File: src/verilog/ppfs_params.svh
// Constants for the port pin function select block
`ifndef PPFS_PARAMS_SVH
`define PPFS_PARAMS_SVH
// Register byte addresses
`define PPFS_ADDR_SEL_LOW   32'hE002C000
`define PPFS_ADDR_SEL_HIGH  32'hE002C004
`define PPFS_ADDR_STATUS    32'hE002C008
`define PPFS_ADDR_ACTIVE    32'hE002C00C
// Reset and idle values
`define PPFS_SEL_RESET      32'h00000000
`define PPFS_READ_IDLE      32'h00000000
// Per-pin function tables, one bit per pin
`define PPFS_FN1_VALID      32'hF83FFFFF
`define PPFS_FN1_OUT        32'h80382501
`define PPFS_FN1_BIDIR      32'h0000007C
`define PPFS_FN2_VALID      32'h0001FFFF
`define PPFS_FN2_OUT        32'h000133AB
`define PPFS_FN2_BIDIR      32'h00000000
// Pins gated by the debug strap
`define PPFS_DBG_PIN_LO     17
// Status register fields
`define PPFS_STAT_DBG_BIT   0
`define PPFS_STAT_RSVD_BIT  1
`endif

File: src/verilog/ppfs_pkg.sv
// Types shared by the port pin function select block
package ppfs_pkg;
   // Two-bit pin function code
   typedef enum logic [1:0] {
      PPFS_CODE_GPIO = 2'h0,
      PPFS_CODE_FN1  = 2'h1,
      PPFS_CODE_FN2  = 2'h2,
      PPFS_CODE_RSVD = 2'h3
   } ppfs_code_e;
   // One peripheral's drive onto one pin
   typedef struct packed {
      logic out;
      logic oe;
   } ppfs_drive_s;
   // Whole-port pad drive
   typedef struct packed {
      logic [31:0] out;
      logic [31:0] oe;
   } ppfs_pad_s;
endpackage

File: src/verilog/ppfs_sync.sv
// Two-stage synchroniser for levels entering the clock domain
`timescale 1ns/1ns
module ppfs_sync #(
   parameter int WIDTH = 1
) (
   input  wire logic             clk_i,   // Block clock
   input  wire logic             rst_i,   // Sync reset, high
   input  wire logic [WIDTH-1:0] async_i, // Unsynchronised level
   output logic      [WIDTH-1:0] sync_o   // Synchronised level
);
   logic [WIDTH-1:0] meta_q;
   logic [WIDTH-1:0] sync_q;

   // First stage feeds only the second
   always_ff @(posedge clk_i) begin
      if (rst_i) begin
         meta_q <= '0;
         sync_q <= '0;
      end else begin
         meta_q <= async_i;
         sync_q <= meta_q;
      end
   end

   assign sync_o = sync_q;
endmodule

File: src/verilog/ppfs_pin_cell.sv
// Function multiplexer for a single port pin
`timescale 1ns/1ns
module ppfs_pin_cell #(
   parameter bit FN1_VALID = 1'b0,
   parameter bit FN1_OUT   = 1'b0,
   parameter bit FN1_BIDIR = 1'b0,
   parameter bit FN2_VALID = 1'b0,
   parameter bit FN2_OUT   = 1'b0,
   parameter bit FN2_BIDIR = 1'b0
) (
   input  wire logic [1:0]          code_i,   // Effective selector
   input  wire logic                gpio_out_i, // GPIO output value
   input  wire logic                gpio_dir_i, // GPIO direction bit
   input  wire ppfs_pkg::ppfs_drive_s fn1_i,  // Function 1 drive
   input  wire ppfs_pkg::ppfs_drive_s fn2_i,  // Function 2 drive
   input  wire logic                pad_in_i, // Synchronised pad level
   output logic                     pad_out_o, // Pad output value
   output logic                     pad_oe_o, // Pad output enable
   output logic                     fn1_in_o, // Pad to function 1
   output logic                     fn2_in_o, // Pad to function 2
   output logic                     rsvd_o    // Reserved code in use
);
   // Decode of the pin's function code
   always_comb begin
      pad_out_o = gpio_out_i;
      pad_oe_o  = gpio_dir_i;
      fn1_in_o  = 1'b0;
      fn2_in_o  = 1'b0;
      rsvd_o    = 1'b0;
      case (code_i)
         ppfs_pkg::PPFS_CODE_GPIO: begin
            pad_oe_o = gpio_dir_i;
         end
         ppfs_pkg::PPFS_CODE_FN1: begin
            pad_out_o = fn1_i.out;
            pad_oe_o  = FN1_VALID & (FN1_OUT | (FN1_BIDIR & fn1_i.oe));
            fn1_in_o  = FN1_VALID & pad_in_i;
            rsvd_o    = ~FN1_VALID;
         end
         ppfs_pkg::PPFS_CODE_FN2: begin
            pad_out_o = fn2_i.out;
            pad_oe_o  = FN2_VALID & (FN2_OUT | (FN2_BIDIR & fn2_i.oe));
            fn2_in_o  = FN2_VALID & pad_in_i;
            rsvd_o    = ~FN2_VALID;
         end
         default: begin
            // Reserved code leaves the pad undriven
            pad_oe_o = 1'b0;
            rsvd_o   = 1'b1;
         end
      endcase
   end
endmodule

File: src/verilog/ppfs_top.sv
// Port pin function select: registers, strap and pin multiplexers
//
// The implementer's own choice: the Wishbone slave port.
`timescale 1ns/1ns
`include "ppfs_params.svh"
module ppfs_top (
   input  wire logic                         clk_i,      // 25 MHz clock
   input  wire logic                         rst_i,      // Sync reset, high
   // Wishbone slave
   input  wire logic                         cyc_i,      // Bus cycle
   input  wire logic                         stb_i,      // Strobe
   input  wire logic                         we_i,       // Write enable
   input  wire logic [31:0]                  adr_i,      // Byte address
   input  wire logic [3:0]                   sel_i,      // Byte lanes
   input  wire logic [31:0]                  dat_i,      // Write data
   output logic      [31:0]                  dat_o,      // Read data
   output logic                              ack_o,      // Acknowledge
   // Strap pin
   input  wire logic                         debug_select_input_i, // Debug strap
   output logic                              debug_mode_o, // Strap latched high
   // GPIO logic side
   input  wire logic [31:0]                  gpio_out_i, // GPIO output values
   input  wire logic [31:0]                  gpio_direction_register_i, // 1 = out
   output logic      [31:0]                  gpio_in_o,  // Pad levels to GPIO
   // Peripheral side
   input  wire ppfs_pkg::ppfs_drive_s [31:0] fn1_drv_i,  // Code 01 drives
   input  wire ppfs_pkg::ppfs_drive_s [31:0] fn2_drv_i,  // Code 10 drives
   output logic      [31:0]                  fn1_in_o,   // Pads to code 01
   output logic      [31:0]                  fn2_in_o,   // Pads to code 10
   // Pad side
   input  wire logic [31:0]                  pad_in_i,   // Pad levels
   output ppfs_pkg::ppfs_pad_s               pad_o       // Pad drive
);

   ////////////////////////////////////////////////////////////////////////
   // Declarations
   ////////////////////////////////////////////////////////////////////////

   // Selector registers
   logic [31:0]         sel_low_q;
   logic [31:0]         sel_high_q;
   logic [63:0]         sel_all;

   // Bus side
   logic                bus_req;
   logic                wr_now;
   logic                hit_low;
   logic                hit_high;
   logic                hit_status;
   logic                hit_active;
   logic [31:0]         wr_mask;
   logic [31:0]         rd_d;
   logic [31:0]         status_word;
   logic                ack_q;
   logic [31:0]         dat_q;

   // Strap
   logic                strap_q;
   logic                dbg_sync;

   // Per-pin multiplexer results
   logic [31:0]         pad_sync;
   logic [31:0]         pin_out;
   logic [31:0]         pin_oe;
   logic [31:0]         pin_fn1_in;
   logic [31:0]         pin_fn2_in;
   logic [31:0]         pin_rsvd;
   logic [31:0]         pin_active;

   // Output registers
   ppfs_pkg::ppfs_pad_s pad_q;
   logic [31:0]         gpio_in_q;
   logic [31:0]         fn1_in_q;
   logic [31:0]         fn2_in_q;

   ////////////////////////////////////////////////////////////////////////
   // Pin function tables
   ////////////////////////////////////////////////////////////////////////

   // Pins with a code 01 function; 22 to 26 have none
   localparam logic [31:0] FN1_VALID_TBL = `PPFS_FN1_VALID;
   // Code 01 functions that always drive the pad
   localparam logic [31:0] FN1_OUT_TBL   = `PPFS_FN1_OUT;
   // Code 01 functions whose peripheral sets direction
   localparam logic [31:0] FN1_BIDIR_TBL = `PPFS_FN1_BIDIR;
   // Pins with a code 10 function; 17 to 31 have none
   localparam logic [31:0] FN2_VALID_TBL = `PPFS_FN2_VALID;
   // Code 10 functions that always drive the pad
   localparam logic [31:0] FN2_OUT_TBL   = `PPFS_FN2_OUT;
   // Code 10 functions whose peripheral sets direction
   localparam logic [31:0] FN2_BIDIR_TBL = `PPFS_FN2_BIDIR;

   ////////////////////////////////////////////////////////////////////////
   // Pin input synchronisers
   ////////////////////////////////////////////////////////////////////////

   // Pad levels into the clock domain
   ppfs_sync #(
      .WIDTH (32)
   ) u_pad_sync (
      .clk_i   (clk_i),
      .rst_i   (rst_i),
      .async_i (pad_in_i),
      .sync_o  (pad_sync)
   );

   // Debug strap into the clock domain; kept out of
   // reset so the level reaches the latch while reset holds
   ppfs_sync #(
      .WIDTH (1)
   ) u_dbg_sync (
      .clk_i   (clk_i),
      .rst_i   (1'b0),
      .async_i (debug_select_input_i),
      .sync_o  (dbg_sync)
   );

   ////////////////////////////////////////////////////////////////////////
   // Debug strap capture
   ////////////////////////////////////////////////////////////////////////

   // strap sampled during reset
   // Held outside reset; needs three reset edges
   always_ff @(posedge clk_i) begin
      if (rst_i) begin
         strap_q <= dbg_sync;
      end
   end

   assign debug_mode_o = strap_q;

   ////////////////////////////////////////////////////////////////////////
   // Wishbone decode
   ////////////////////////////////////////////////////////////////////////

   // Request present on the bus
   assign bus_req    = cyc_i & stb_i;

   // Address match per register, full address compared
   assign hit_low    = (adr_i == `PPFS_ADDR_SEL_LOW);
   assign hit_high   = (adr_i == `PPFS_ADDR_SEL_HIGH);
   assign hit_status = (adr_i == `PPFS_ADDR_STATUS);
   assign hit_active = (adr_i == `PPFS_ADDR_ACTIVE);

   // Write lands at the edge the master sees ack,
   // so a held request never writes twice
   assign wr_now = bus_req & we_i & ack_q;

   // Byte lane mask for writes, one lane per select bit
   for (genvar b = 0; b < 4; b++) begin : g_lane
      assign wr_mask[8*b +: 8] = {8{sel_i[b]}};
   end

   ////////////////////////////////////////////////////////////////////////
   // Read data path
   ////////////////////////////////////////////////////////////////////////

   // Status word: strap and reserved-code flag
   always_comb begin
      status_word                      = `PPFS_READ_IDLE;
      status_word[`PPFS_STAT_DBG_BIT]  = strap_q;
      status_word[`PPFS_STAT_RSVD_BIT] = |pin_rsvd;
   end

   // both words read back whole
   // Read data select; unmapped reads zero
   always_comb begin
      rd_d = `PPFS_READ_IDLE;
      if (hit_low) begin
         rd_d = sel_low_q;
      end else if (hit_high) begin
         rd_d = sel_high_q;
      end else if (hit_status) begin
         rd_d = status_word;
      end else if (hit_active) begin
         rd_d = pin_active;
      end
   end

   ////////////////////////////////////////////////////////////////////////
   // Wishbone handshake
   ////////////////////////////////////////////////////////////////////////

   // One ack per request, dropped the cycle after
   // Ack low again before a new request is taken
   always_ff @(posedge clk_i) begin
      if (rst_i) begin
         ack_q <= 1'b0;
      end else begin
         ack_q <= bus_req & ~ack_q;
      end
   end

   // Read data captured with the ack
   always_ff @(posedge clk_i) begin
      if (rst_i) begin
         dat_q <= `PPFS_READ_IDLE;
      end else if (bus_req & ~ack_q & ~we_i) begin
         dat_q <= rd_d;
      end
   end

   assign ack_o = ack_q;
   assign dat_o = dat_q;

   ////////////////////////////////////////////////////////////////////////
   // Selector registers
   ////////////////////////////////////////////////////////////////////////

   // Partial-lane writes keep the other bytes
   // all fields clear to GPIO
   always_ff @(posedge clk_i) begin
      if (rst_i) begin
         sel_low_q <= `PPFS_SEL_RESET;
      end else if (wr_now & hit_low) begin
         sel_low_q <= (sel_low_q & ~wr_mask) | (dat_i & wr_mask);
      end
   end

   always_ff @(posedge clk_i) begin
      if (rst_i) begin
         sel_high_q <= `PPFS_SEL_RESET;
      end else if (wr_now & hit_high) begin
         sel_high_q <= (sel_high_q & ~wr_mask) | (dat_i & wr_mask);
      end
   end

   // Fields of both registers in pin order
   assign sel_all = {sel_high_q, sel_low_q};

   ////////////////////////////////////////////////////////////////////////
   // Pin multiplexers
   ////////////////////////////////////////////////////////////////////////

   // One cell per pin; tables fix each pin's functions
   for (genvar n = 0; n < 32; n++) begin : g_pin
      // Effective code after the strap
      logic [1:0] code;

      // strap high forces GPIO above pin 16
      if (n >= `PPFS_DBG_PIN_LO) begin : g_dbg
         assign code = strap_q ? ppfs_pkg::PPFS_CODE_GPIO : sel_all[2*n +: 2];
      end else begin : g_plain
         assign code = sel_all[2*n +: 2];
      end

      // function multiplexer for pin n, set by its table bits
      ppfs_pin_cell #(
         .FN1_VALID (FN1_VALID_TBL[n]),
         .FN1_OUT   (FN1_OUT_TBL[n]),
         .FN1_BIDIR (FN1_BIDIR_TBL[n]),
         .FN2_VALID (FN2_VALID_TBL[n]),
         .FN2_OUT   (FN2_OUT_TBL[n]),
         .FN2_BIDIR (FN2_BIDIR_TBL[n])
      ) u_cell (
         .code_i     (code),
         .gpio_out_i (gpio_out_i[n]),
         .gpio_dir_i (gpio_direction_register_i[n]),
         .fn1_i      (fn1_drv_i[n]),
         .fn2_i      (fn2_drv_i[n]),
         .pad_in_i   (pad_sync[n]),
         .pad_out_o  (pin_out[n]),
         .pad_oe_o   (pin_oe[n]),
         .fn1_in_o   (pin_fn1_in[n]),
         .fn2_in_o   (pin_fn2_in[n]),
         .rsvd_o     (pin_rsvd[n])
      );

      // Pin routed to a peripheral
      assign pin_active[n] = (code != ppfs_pkg::PPFS_CODE_GPIO) & ~pin_rsvd[n];
   end

   ////////////////////////////////////////////////////////////////////////
   // Output registers
   ////////////////////////////////////////////////////////////////////////

   // Registered so a selector write never glitches a pad
   // Pad drive; all pads undriven in reset
   always_ff @(posedge clk_i) begin
      if (rst_i) begin
         pad_q.out <= '0;
         pad_q.oe  <= '0;
      end else begin
         pad_q.out <= pin_out;
         pad_q.oe  <= pin_oe;
      end
   end

   ////////////////////////////////////////////////////////////////////////
   // Pad levels back inward
   ////////////////////////////////////////////////////////////////////////

   // Pad levels to GPIO whatever the pin's function
   always_ff @(posedge clk_i) begin
      if (rst_i) begin
         gpio_in_q <= '0;
      end else begin
         gpio_in_q <= pad_sync;
      end
   end

   // Pad levels to the selected peripheral only
   always_ff @(posedge clk_i) begin
      if (rst_i) begin
         fn1_in_q  <= '0;
         fn2_in_q  <= '0;
      end else begin
         fn1_in_q  <= pin_fn1_in;
         fn2_in_q  <= pin_fn2_in;
      end
   end

   assign pad_o     = pad_q;
   assign gpio_in_o = gpio_in_q;
   assign fn1_in_o  = fn1_in_q;
   assign fn2_in_o  = fn2_in_q;

endmodule

File: config.mk
export PLATFORM = sky130hd
export DESIGN_NAME = ppfs_top
export DESIGN_NICKNAME = d
export VERILOG_FILES = /design/src/verilog/ppfs_pkg.sv /design/src/verilog/ppfs_sync.sv /design/src/verilog/ppfs_pin_cell.sv /design/src/verilog/ppfs_top.sv
export VERILOG_INCLUDE_DIRS = /design/src /design/src/verilog
export SDC_FILE = /design/constraint.sdc
export NUM_CORES = 1
export LEC_CHECK = 0
export ABC_CLOCK_PERIOD_IN_PS = 4100
export BUFFER_PORTS_ARGS = -buffer_cell sky130_fd_sc_hd__buf_2
export CORE_AREA = 4 4 187 189
export DETAILED_ROUTE_END_ITERATION = 6
export DIE_AREA = 0 0 191 193
export PLACE_DENSITY = 0.75
export SLEW_MARGIN = 5
export SYNTH_ARGS = -nofsm -noshare
export SYNTH_HDL_FRONTEND = slang
export SYNTH_SLANG_ARGS = --single-unit
File: constraint.sdc
create_clock -name clk_i -period 4.1 [get_ports clk_i]
set_clock_uncertainty 0.15 [all_clocks]
set_input_delay 0.205 -clock clk_i [delete_from_list [all_inputs] [get_ports clk_i]]
set_output_delay 0.205 -clock clk_i [all_outputs]
set_load 0.05 [all_outputs]
# After elaboration in Yosys (flattened, before gate mapping)

Cells that the tools add are included.

Logic and storage cells: 499
Register bits after elaboration: 324
Output and inout bits: 194
Bits of input ports: 298

Equal/unequal tests: 68
Reduce and logical (&&, ||, !) cells: 153
Bitwise gates (word level): 105
Multiplexer cells: 101

Operators with widths:

| kind                                                                   | count |
|---|---|
| 2-bit OR reduction                                                     | 71 |
| 32-bit equality test (second input constant)                           | 4 |
| 32-bit 2-to-1 mux                                                      | 4 |
| 32-bit AND                                                             | 3 |
| 1-bit case mux with 2 select lines                                     | 48 |
| 2-bit by 1-bit equality test with 1-bit output (second input constant) | 32 |
| 2-bit equality test (second input constant)                            | 32 |
| 2-bit zero test                                                        | 32 |
| 32-bit OR                                                              | 2 |
| 2-bit nonzero test                                                     | 32 |
| 1-bit inverter                                                         | 60 |
| 3-bit OR reduction                                                     | 17 |
| 1-bit AND                                                              | 39 |
| 1-bit 2-to-1 mux                                                       | 32 |
| 32-bit inverter                                                        | 1 |
| 32-bit OR reduction                                                    | 1 |
| 2-bit 2-to-1 mux                                                       | 15 |
| 1-bit case mux with 3 select lines                                     | 2 |

# Longest topological paths before layout

Word-level depth: 8
Mapped depth: 8
Depth with buffers taken out: 7

# Modules after synthesis

A second synthesis with hierarchy kept.

Cells, all modules: 1400
Area, all modules: 14116.0 sq um

Modules (own cells, without submodules):

| module                                | sequential area each (sq um) | cells an instance | area an instance (sq um) | instances |
|---|---|---|---|---|
| ppfs_top                              | 5175.0                       | 857               | 9090.0                   | 1 |
| ppfs_sync at u_pad_sync               | 1281.2                       | 135               | 1918.1                   | 1 |
| ppfs_pin_cell at g_pin[17].u_cell ... | 0.0                          | 13                | 90.1                     | 11 |
| ppfs_pin_cell at g_pin[12].u_cell ... | 0.0                          | 12                | 96.3                     | 8 |
| ppfs_pin_cell at g_pin[19].u_cell ... | 0.0                          | 13                | 101.3                    | 4 |
| ppfs_pin_cell at g_pin[0].u_cell ...  | 0.0                          | 13                | 96.3                     | 3 |
| ppfs_pin_cell at g_pin[11].u_cell ... | 0.0                          | 12                | 93.8                     | 3 |
| ppfs_pin_cell at g_pin[3].u_cell ...  | 0.0                          | 13                | 106.4                    | 2 |
| ppfs_pin_cell at g_pin[10].u_cell     | 0.0                          | 12                | 105.1                    | 1 |
| ppfs_sync at u_dbg_sync               | 40.0                         | 4                 | 52.6                     | 1 |

# Least setup slack after synthesis

OpenSTA, ideal clock, no wires.

Kind: reg2reg
Start: register strap_q, in the netlist debug_mode_o
End: register dat_q[1], in the netlist dat_o[1]
Buffers on the path: 1
Setup slack: 1.751 ns
Cell stages (with the launch flop): 8
Data arrival time: 2.062 ns
Period minus slack after synthesis: 2.349 ns
Required time: 3.813 ns
Library setup time: 0.137 ns
Cells stage by stage: edfxtp_1 > clkbuf_1 > nand2b_1 > ha_1 > nor4bb_1 > nand4_1 > o41ai_1 > a221oi_2

Word-level cells in the longest chain between the ends: 8
Elaborated cells between the ends (all ways): 69
Those cells by class: eq/ne: 10; mux: 33; reduce/logical: 26

RTL lines:

| element                                                                           | line                | source |
|---|---|---|
| from (decl)                                                                       | ppfs_top.sv:58      | `logic strap_q;` |
| from (signal assigned)                                                            | ppfs_top.sv:126     | `strap_q <= dbg_sync;` |
| 2-bit 2-to-1 mux                                                                  | ppfs_top.sv:242     | `assign code = strap_q ? ppfs_pkg::PPFS_CODE_GPIO : sel_all[2*n +: 2];` |
| 2-bit by 1-bit equality test with 1-bit output or 2-bit zero test (tied branches) | ppfs_pin_cell.sv:30 | `case (code_i)` |
| 2-bit OR reduction (no source line)                                               | --                  |  |
| 1-bit 2-to-1 mux                                                                  | ppfs_pin_cell.sv:30 |  |
| 32-bit OR reduction (*)                                                           | ppfs_top.sv:162     | `` status_word[`PPFS_STAT_RSVD_BIT] = \|pin_rsvd; `` |
| 32-bit 2-to-1 mux (*)                                                             | ppfs_top.sv:173     | `end else if (hit_status) begin` |
| 32-bit 2-to-1 mux (*)                                                             | ppfs_top.sv:171     | `end else if (hit_high) begin` |
| 32-bit 2-to-1 mux (*)                                                             | ppfs_top.sv:169     | `if (hit_low) begin` |
| to (signal assigned)                                                              | ppfs_top.sv:197     | `` dat_q <= `PPFS_READ_IDLE; `` |
| to (signal assigned)                                                              | ppfs_top.sv:199     | `dat_q <= rd_d;` |
| to (decl)                                                                         | ppfs_top.sv:55      | `logic [31:0] dat_q;` |

Every way passes the cells marked *; elsewhere a longest branch is shown, timed or not.
A chain may end at the register's enable or synchronous reset.

# Worst setup path after layout

Start: register strap_q, in the netlist debug_mode_o
End: register pad_q, in the netlist pad_o[59]

Word-level cells in the longest chain between the ends: 3
Elaborated cells between the ends (all ways): 4
Those cells by class: eq/ne: 2; mux: 2

RTL lines:

| element                                                                               | line                | source |
|---|---|---|
| 2-bit 2-to-1 mux (*)                                                                  | ppfs_top.sv:242     |  |
| 2-bit equality test or 2-bit by 1-bit equality test with 1-bit output (tied branches) | ppfs_pin_cell.sv:30 |  |
| 1-bit case mux with 2 select lines (*)                                                | ppfs_pin_cell.sv:30 |  |
| to (decl)                                                                             | ppfs_top.sv:71      | `ppfs_pkg::ppfs_pad_s pad_q;` |

Marked as above.

==> summary.txt <==
Yosys
  – Ys Warns: 0
  – Compound-Gate Fraction of Synth Area: about 14%
  – Mapped Area: about 13000 µm²
  – Post-synth EDFFs: 1
  – Multiplexer area fraction after synthesis: between 2 and 3%
  – Syn Inst Count: 1322
  – Ys async rst share: 0%
  – Sequential share of the synthesized area: 46.67%
  – Adder-cell area share of the yosys netlist: 10.92%
  – Synthesized-area fraction occupied by and/or/nand/nor cells: 19.14%
  – Synthesized flop and latch total: 304
  – Post-synthesis xor/xnor area fraction: 0%
  – Largest family of logic cells by synthesized area: simple AND/OR/NAND/NOR gates
  – Top FF cell, synth: dfxtp_1
  – Syn Area/Cell: 9.881 µm²
  – Yosys cell types: 46

Drt
  – Pre-antenna DRT Iters: 5
  – Post-DRT Antenna Nets: 0
  – Post-Route WL: 46.50 mm
  – Initial DRC Count: 725
  – Vias: 12120
  – DRC: 0
  – Drt wl/cell: 19.98 µm
  – DR vias/cell: 5.205

Critical path
  – Critical path startpoint category: flop
  – Worst R2R End: pad_o[59]$_SDFF_PP0_
  – CP required: 4.33 ns
  – Critical Path AT: roughly 3.0 ns
  – Reg2reg start: debug_mode_o$_DFFE_PP_
  – Kind of critical path: flop to flop
  – R2R setup slack: 1.32 ns
  – CP max FO: 20
  – Crit path capture type: flop
  – Worst Reg-to-Reg Cells: 9

GRT
  – GRT overflow: 0
  – GRT Util Overall: 23.48%
  – Initial antenna violation count: 8
  – Largest net degree at the start of global routing: 152
  – Vias in the first global route: roughly 12000
  – Global-route wire length before repair: 67.72 mm

Place
  – Post-DP Area: 15210 µm²
  – Gpl congestion: 0.8470
  – Post-DP HPWL: roughly 33 mm
  – Dpl cells: between 2000 and 2500
  – # port buffers: 412

Clock tree
  – CTS buffer count: 34
  – CTS Buffer Depth: 3
  – CTS tree: yes
  – Post-cts sizing count: 0
  – Reg clk slew, reported paths: 0.06 ns
  – Clk Latency, worst-skew pair: between 0.5 and 0.6 ns
  – Clk sinks: 304
  – Clock Root Buffer: clkbuf_16
  – H-tree levels: 2

Power
  – Net Sw Frac: 24.03%
  – Flop pwr share: approximately 45%
  – Sw power: around 1.6 mW
  – Comb pwr share: 9.7%
  – Leak pwr: 8.065 nW
  – Max rail drop VDD: 0.2780 mV
  – Power density over the cells: approximately 380 nW/µm²
  – Internal power: 5.191 mW
  – Clock network power share: 45.7%

Final layout
  – Fraction of layout cells with a size suffix above 1: 27.43%
  – Area delta synth->final: 38.06%
  – Commonest non-fill, non-tap cell in the layout: buf_2
  – Fillers: 2786
  – Post-route cell area: about 18000 µm²
  – Most frequent cells in the layout: buf_2, dfxtp_1, dlygate4sd3_1
  – Nets: 2265
  – Final cell count without fillers: roughly 2300

Timing
  – Slew @ Worst Pin: 1.095 ns
  – Setup-failing EPs final: 0
  – Final period util: around 68%
  – RSZ-0062 raised after global routing: no
  – Max frequency: 359.8 MHz
  – Slew Viols, Final: 0
  – Setup TNS: 0 ns
  – Fin. Hold Viols: 0
  – Min Hold Slack: 0.03887 ns
  – Fin crit period: 2.779 ns
  – Max_slew headroom: 26.81%

Hold path
  – Worst Hold Class: primary input to flop
  – Hold EP: pad_o[42]$_SDFF_PP0_
  – Min-delay src: fn2_drv_i[21]
  – WHS Path Cells: 3

Floorplan
  – Die X: 191 µm
  – Cell Rows: 67
  – Num ports: between 400 and 500
  – Die area: 36860 µm²
  – Initial Utilization: between 30% and 40%
  – Die height: 193 µm
  – Core Region: 33280 µm²

Flow run
  – Max_cap viols: 0

Status
  – Status: finished, final reports clean
-- critical path, cell delays in order, from the launching register on --
cell and delay, ns:
edfxtp_1 0.62, buf_4 0.31, nor2b_1 0.29, inv_1 0.13, ha_1 0.22, a22oi_1 0.17, nor2_1 0.06, a21oi_1 0.11
dlygate4sd3_1 0.57, nor2_1 0.04
-- synthesized netlist by cell type (all sizes together) (13+ instances only) --
cell | instances | area [µm²]
and2 | 45 | 281.5
inv | 64 | 240.2
nand2b | 25 | 156.4
buf | 68 | 478.0
and3b | 13 | 113.9
o31ai | 64 | 480.5
a21oi | 113 | 565.5
ha | 114 | 1426
dfxtp | 303 | 6066
a211oi | 27 | 202.7
nand4 | 98 | 619.3
nor2b | 104 | 650.6
nand2 | 38 | 142.6
a22oi | 35 | 262.8
mux2 | 25 | 281.5
a22o | 25 | 219.0
clkbuf | 46 | 172.7
nor2 | 56 | 210.2
-- per-stage QoR --
step | worst slack, ns | utilization [%] | power (mW)
3_5_place_dp | 1.328 | 45.70 | 3.635
3_3_place_gp | 1.419 | 45.70 | 3.627
4_1_cts | 1.354 | 54.14 | 6.861
6_report | 1.321 | 54.19 | 6.833
5_1_grt | 1.171 | 54.18 | 7.049
2_1_floorplan | 1.751 | - | 3.446
-- power groups by stage --
stage	Clock, mW	Combinational [mW]	Sequential [mW]
6_report	3.12	0.663	3.05
5_1_grt	3.30	0.697	3.05
4_1_cts	3.16	0.650	3.05
3_5_place_dp	0	0.521	3.11
3_3_place_gp	0	0.515	3.11
2_1_floorplan	0	0.186	3.26
-- layout make-up --
type                    instances  area [µm²]  area share [%]
inverters                      64       240.2           1.332
well taps                     448       560.5           3.108
multi-input cells             859        6160           34.16
clock inverters                13       187.7           1.041
clock buffers                  44       949.7           5.266
flip-flops and latches        304        6096           33.80
diodes                          6       15.01         0.08326
repair buffers                590        3825           21.21
-- what timing repair did --
action | 4_1_cts | 5_1_grt
endpoints found under the hold margin | 162 | 0
setup buffers | 0 | 0
hold buffers | 167 | 0
-- how the worst max path moves through the flow --
stage | from | end | depth (start not counted)
after global placement | adr_i[4] | flop | 6
after global routing | debug_mode_o$_DFFE_PP_ | pad_o[59]$_SDFF_PP0_ | 9
after floorplan | debug_mode_o$_DFFE_PP_ | dat_o[1]$_SDFFE_PP0P_ | 7
after CTS | debug_mode_o$_DFFE_PP_ | pad_o[59]$_SDFF_PP0_ | 9
after detailed placement | adr_i[4] | flop | 6
final | debug_mode_o$_DFFE_PP_ | pad_o[59]$_SDFF_PP0_ | 9
-- layer usage --
layer  GRT usage (%)  vias up  part of all wire (%)  routed length, µm
li1                -     5675                     -                  -
met5               0        -                  0.10                 47
met2           39.21      618                    46              21620
met1           29.78     5692                    42              19400
met4           9.475        6                   3.9               1819
met3           5.023      126                   7.8               3614
-- kinds of logic after synthesis --
logic type / after synthesis
simple gates: 423
fa+ha+maj: 114
flops: 304
other cells: 1
buf+inv: 178
mux: 31
compound gates: 271
(Power assumes the default switching activity.)
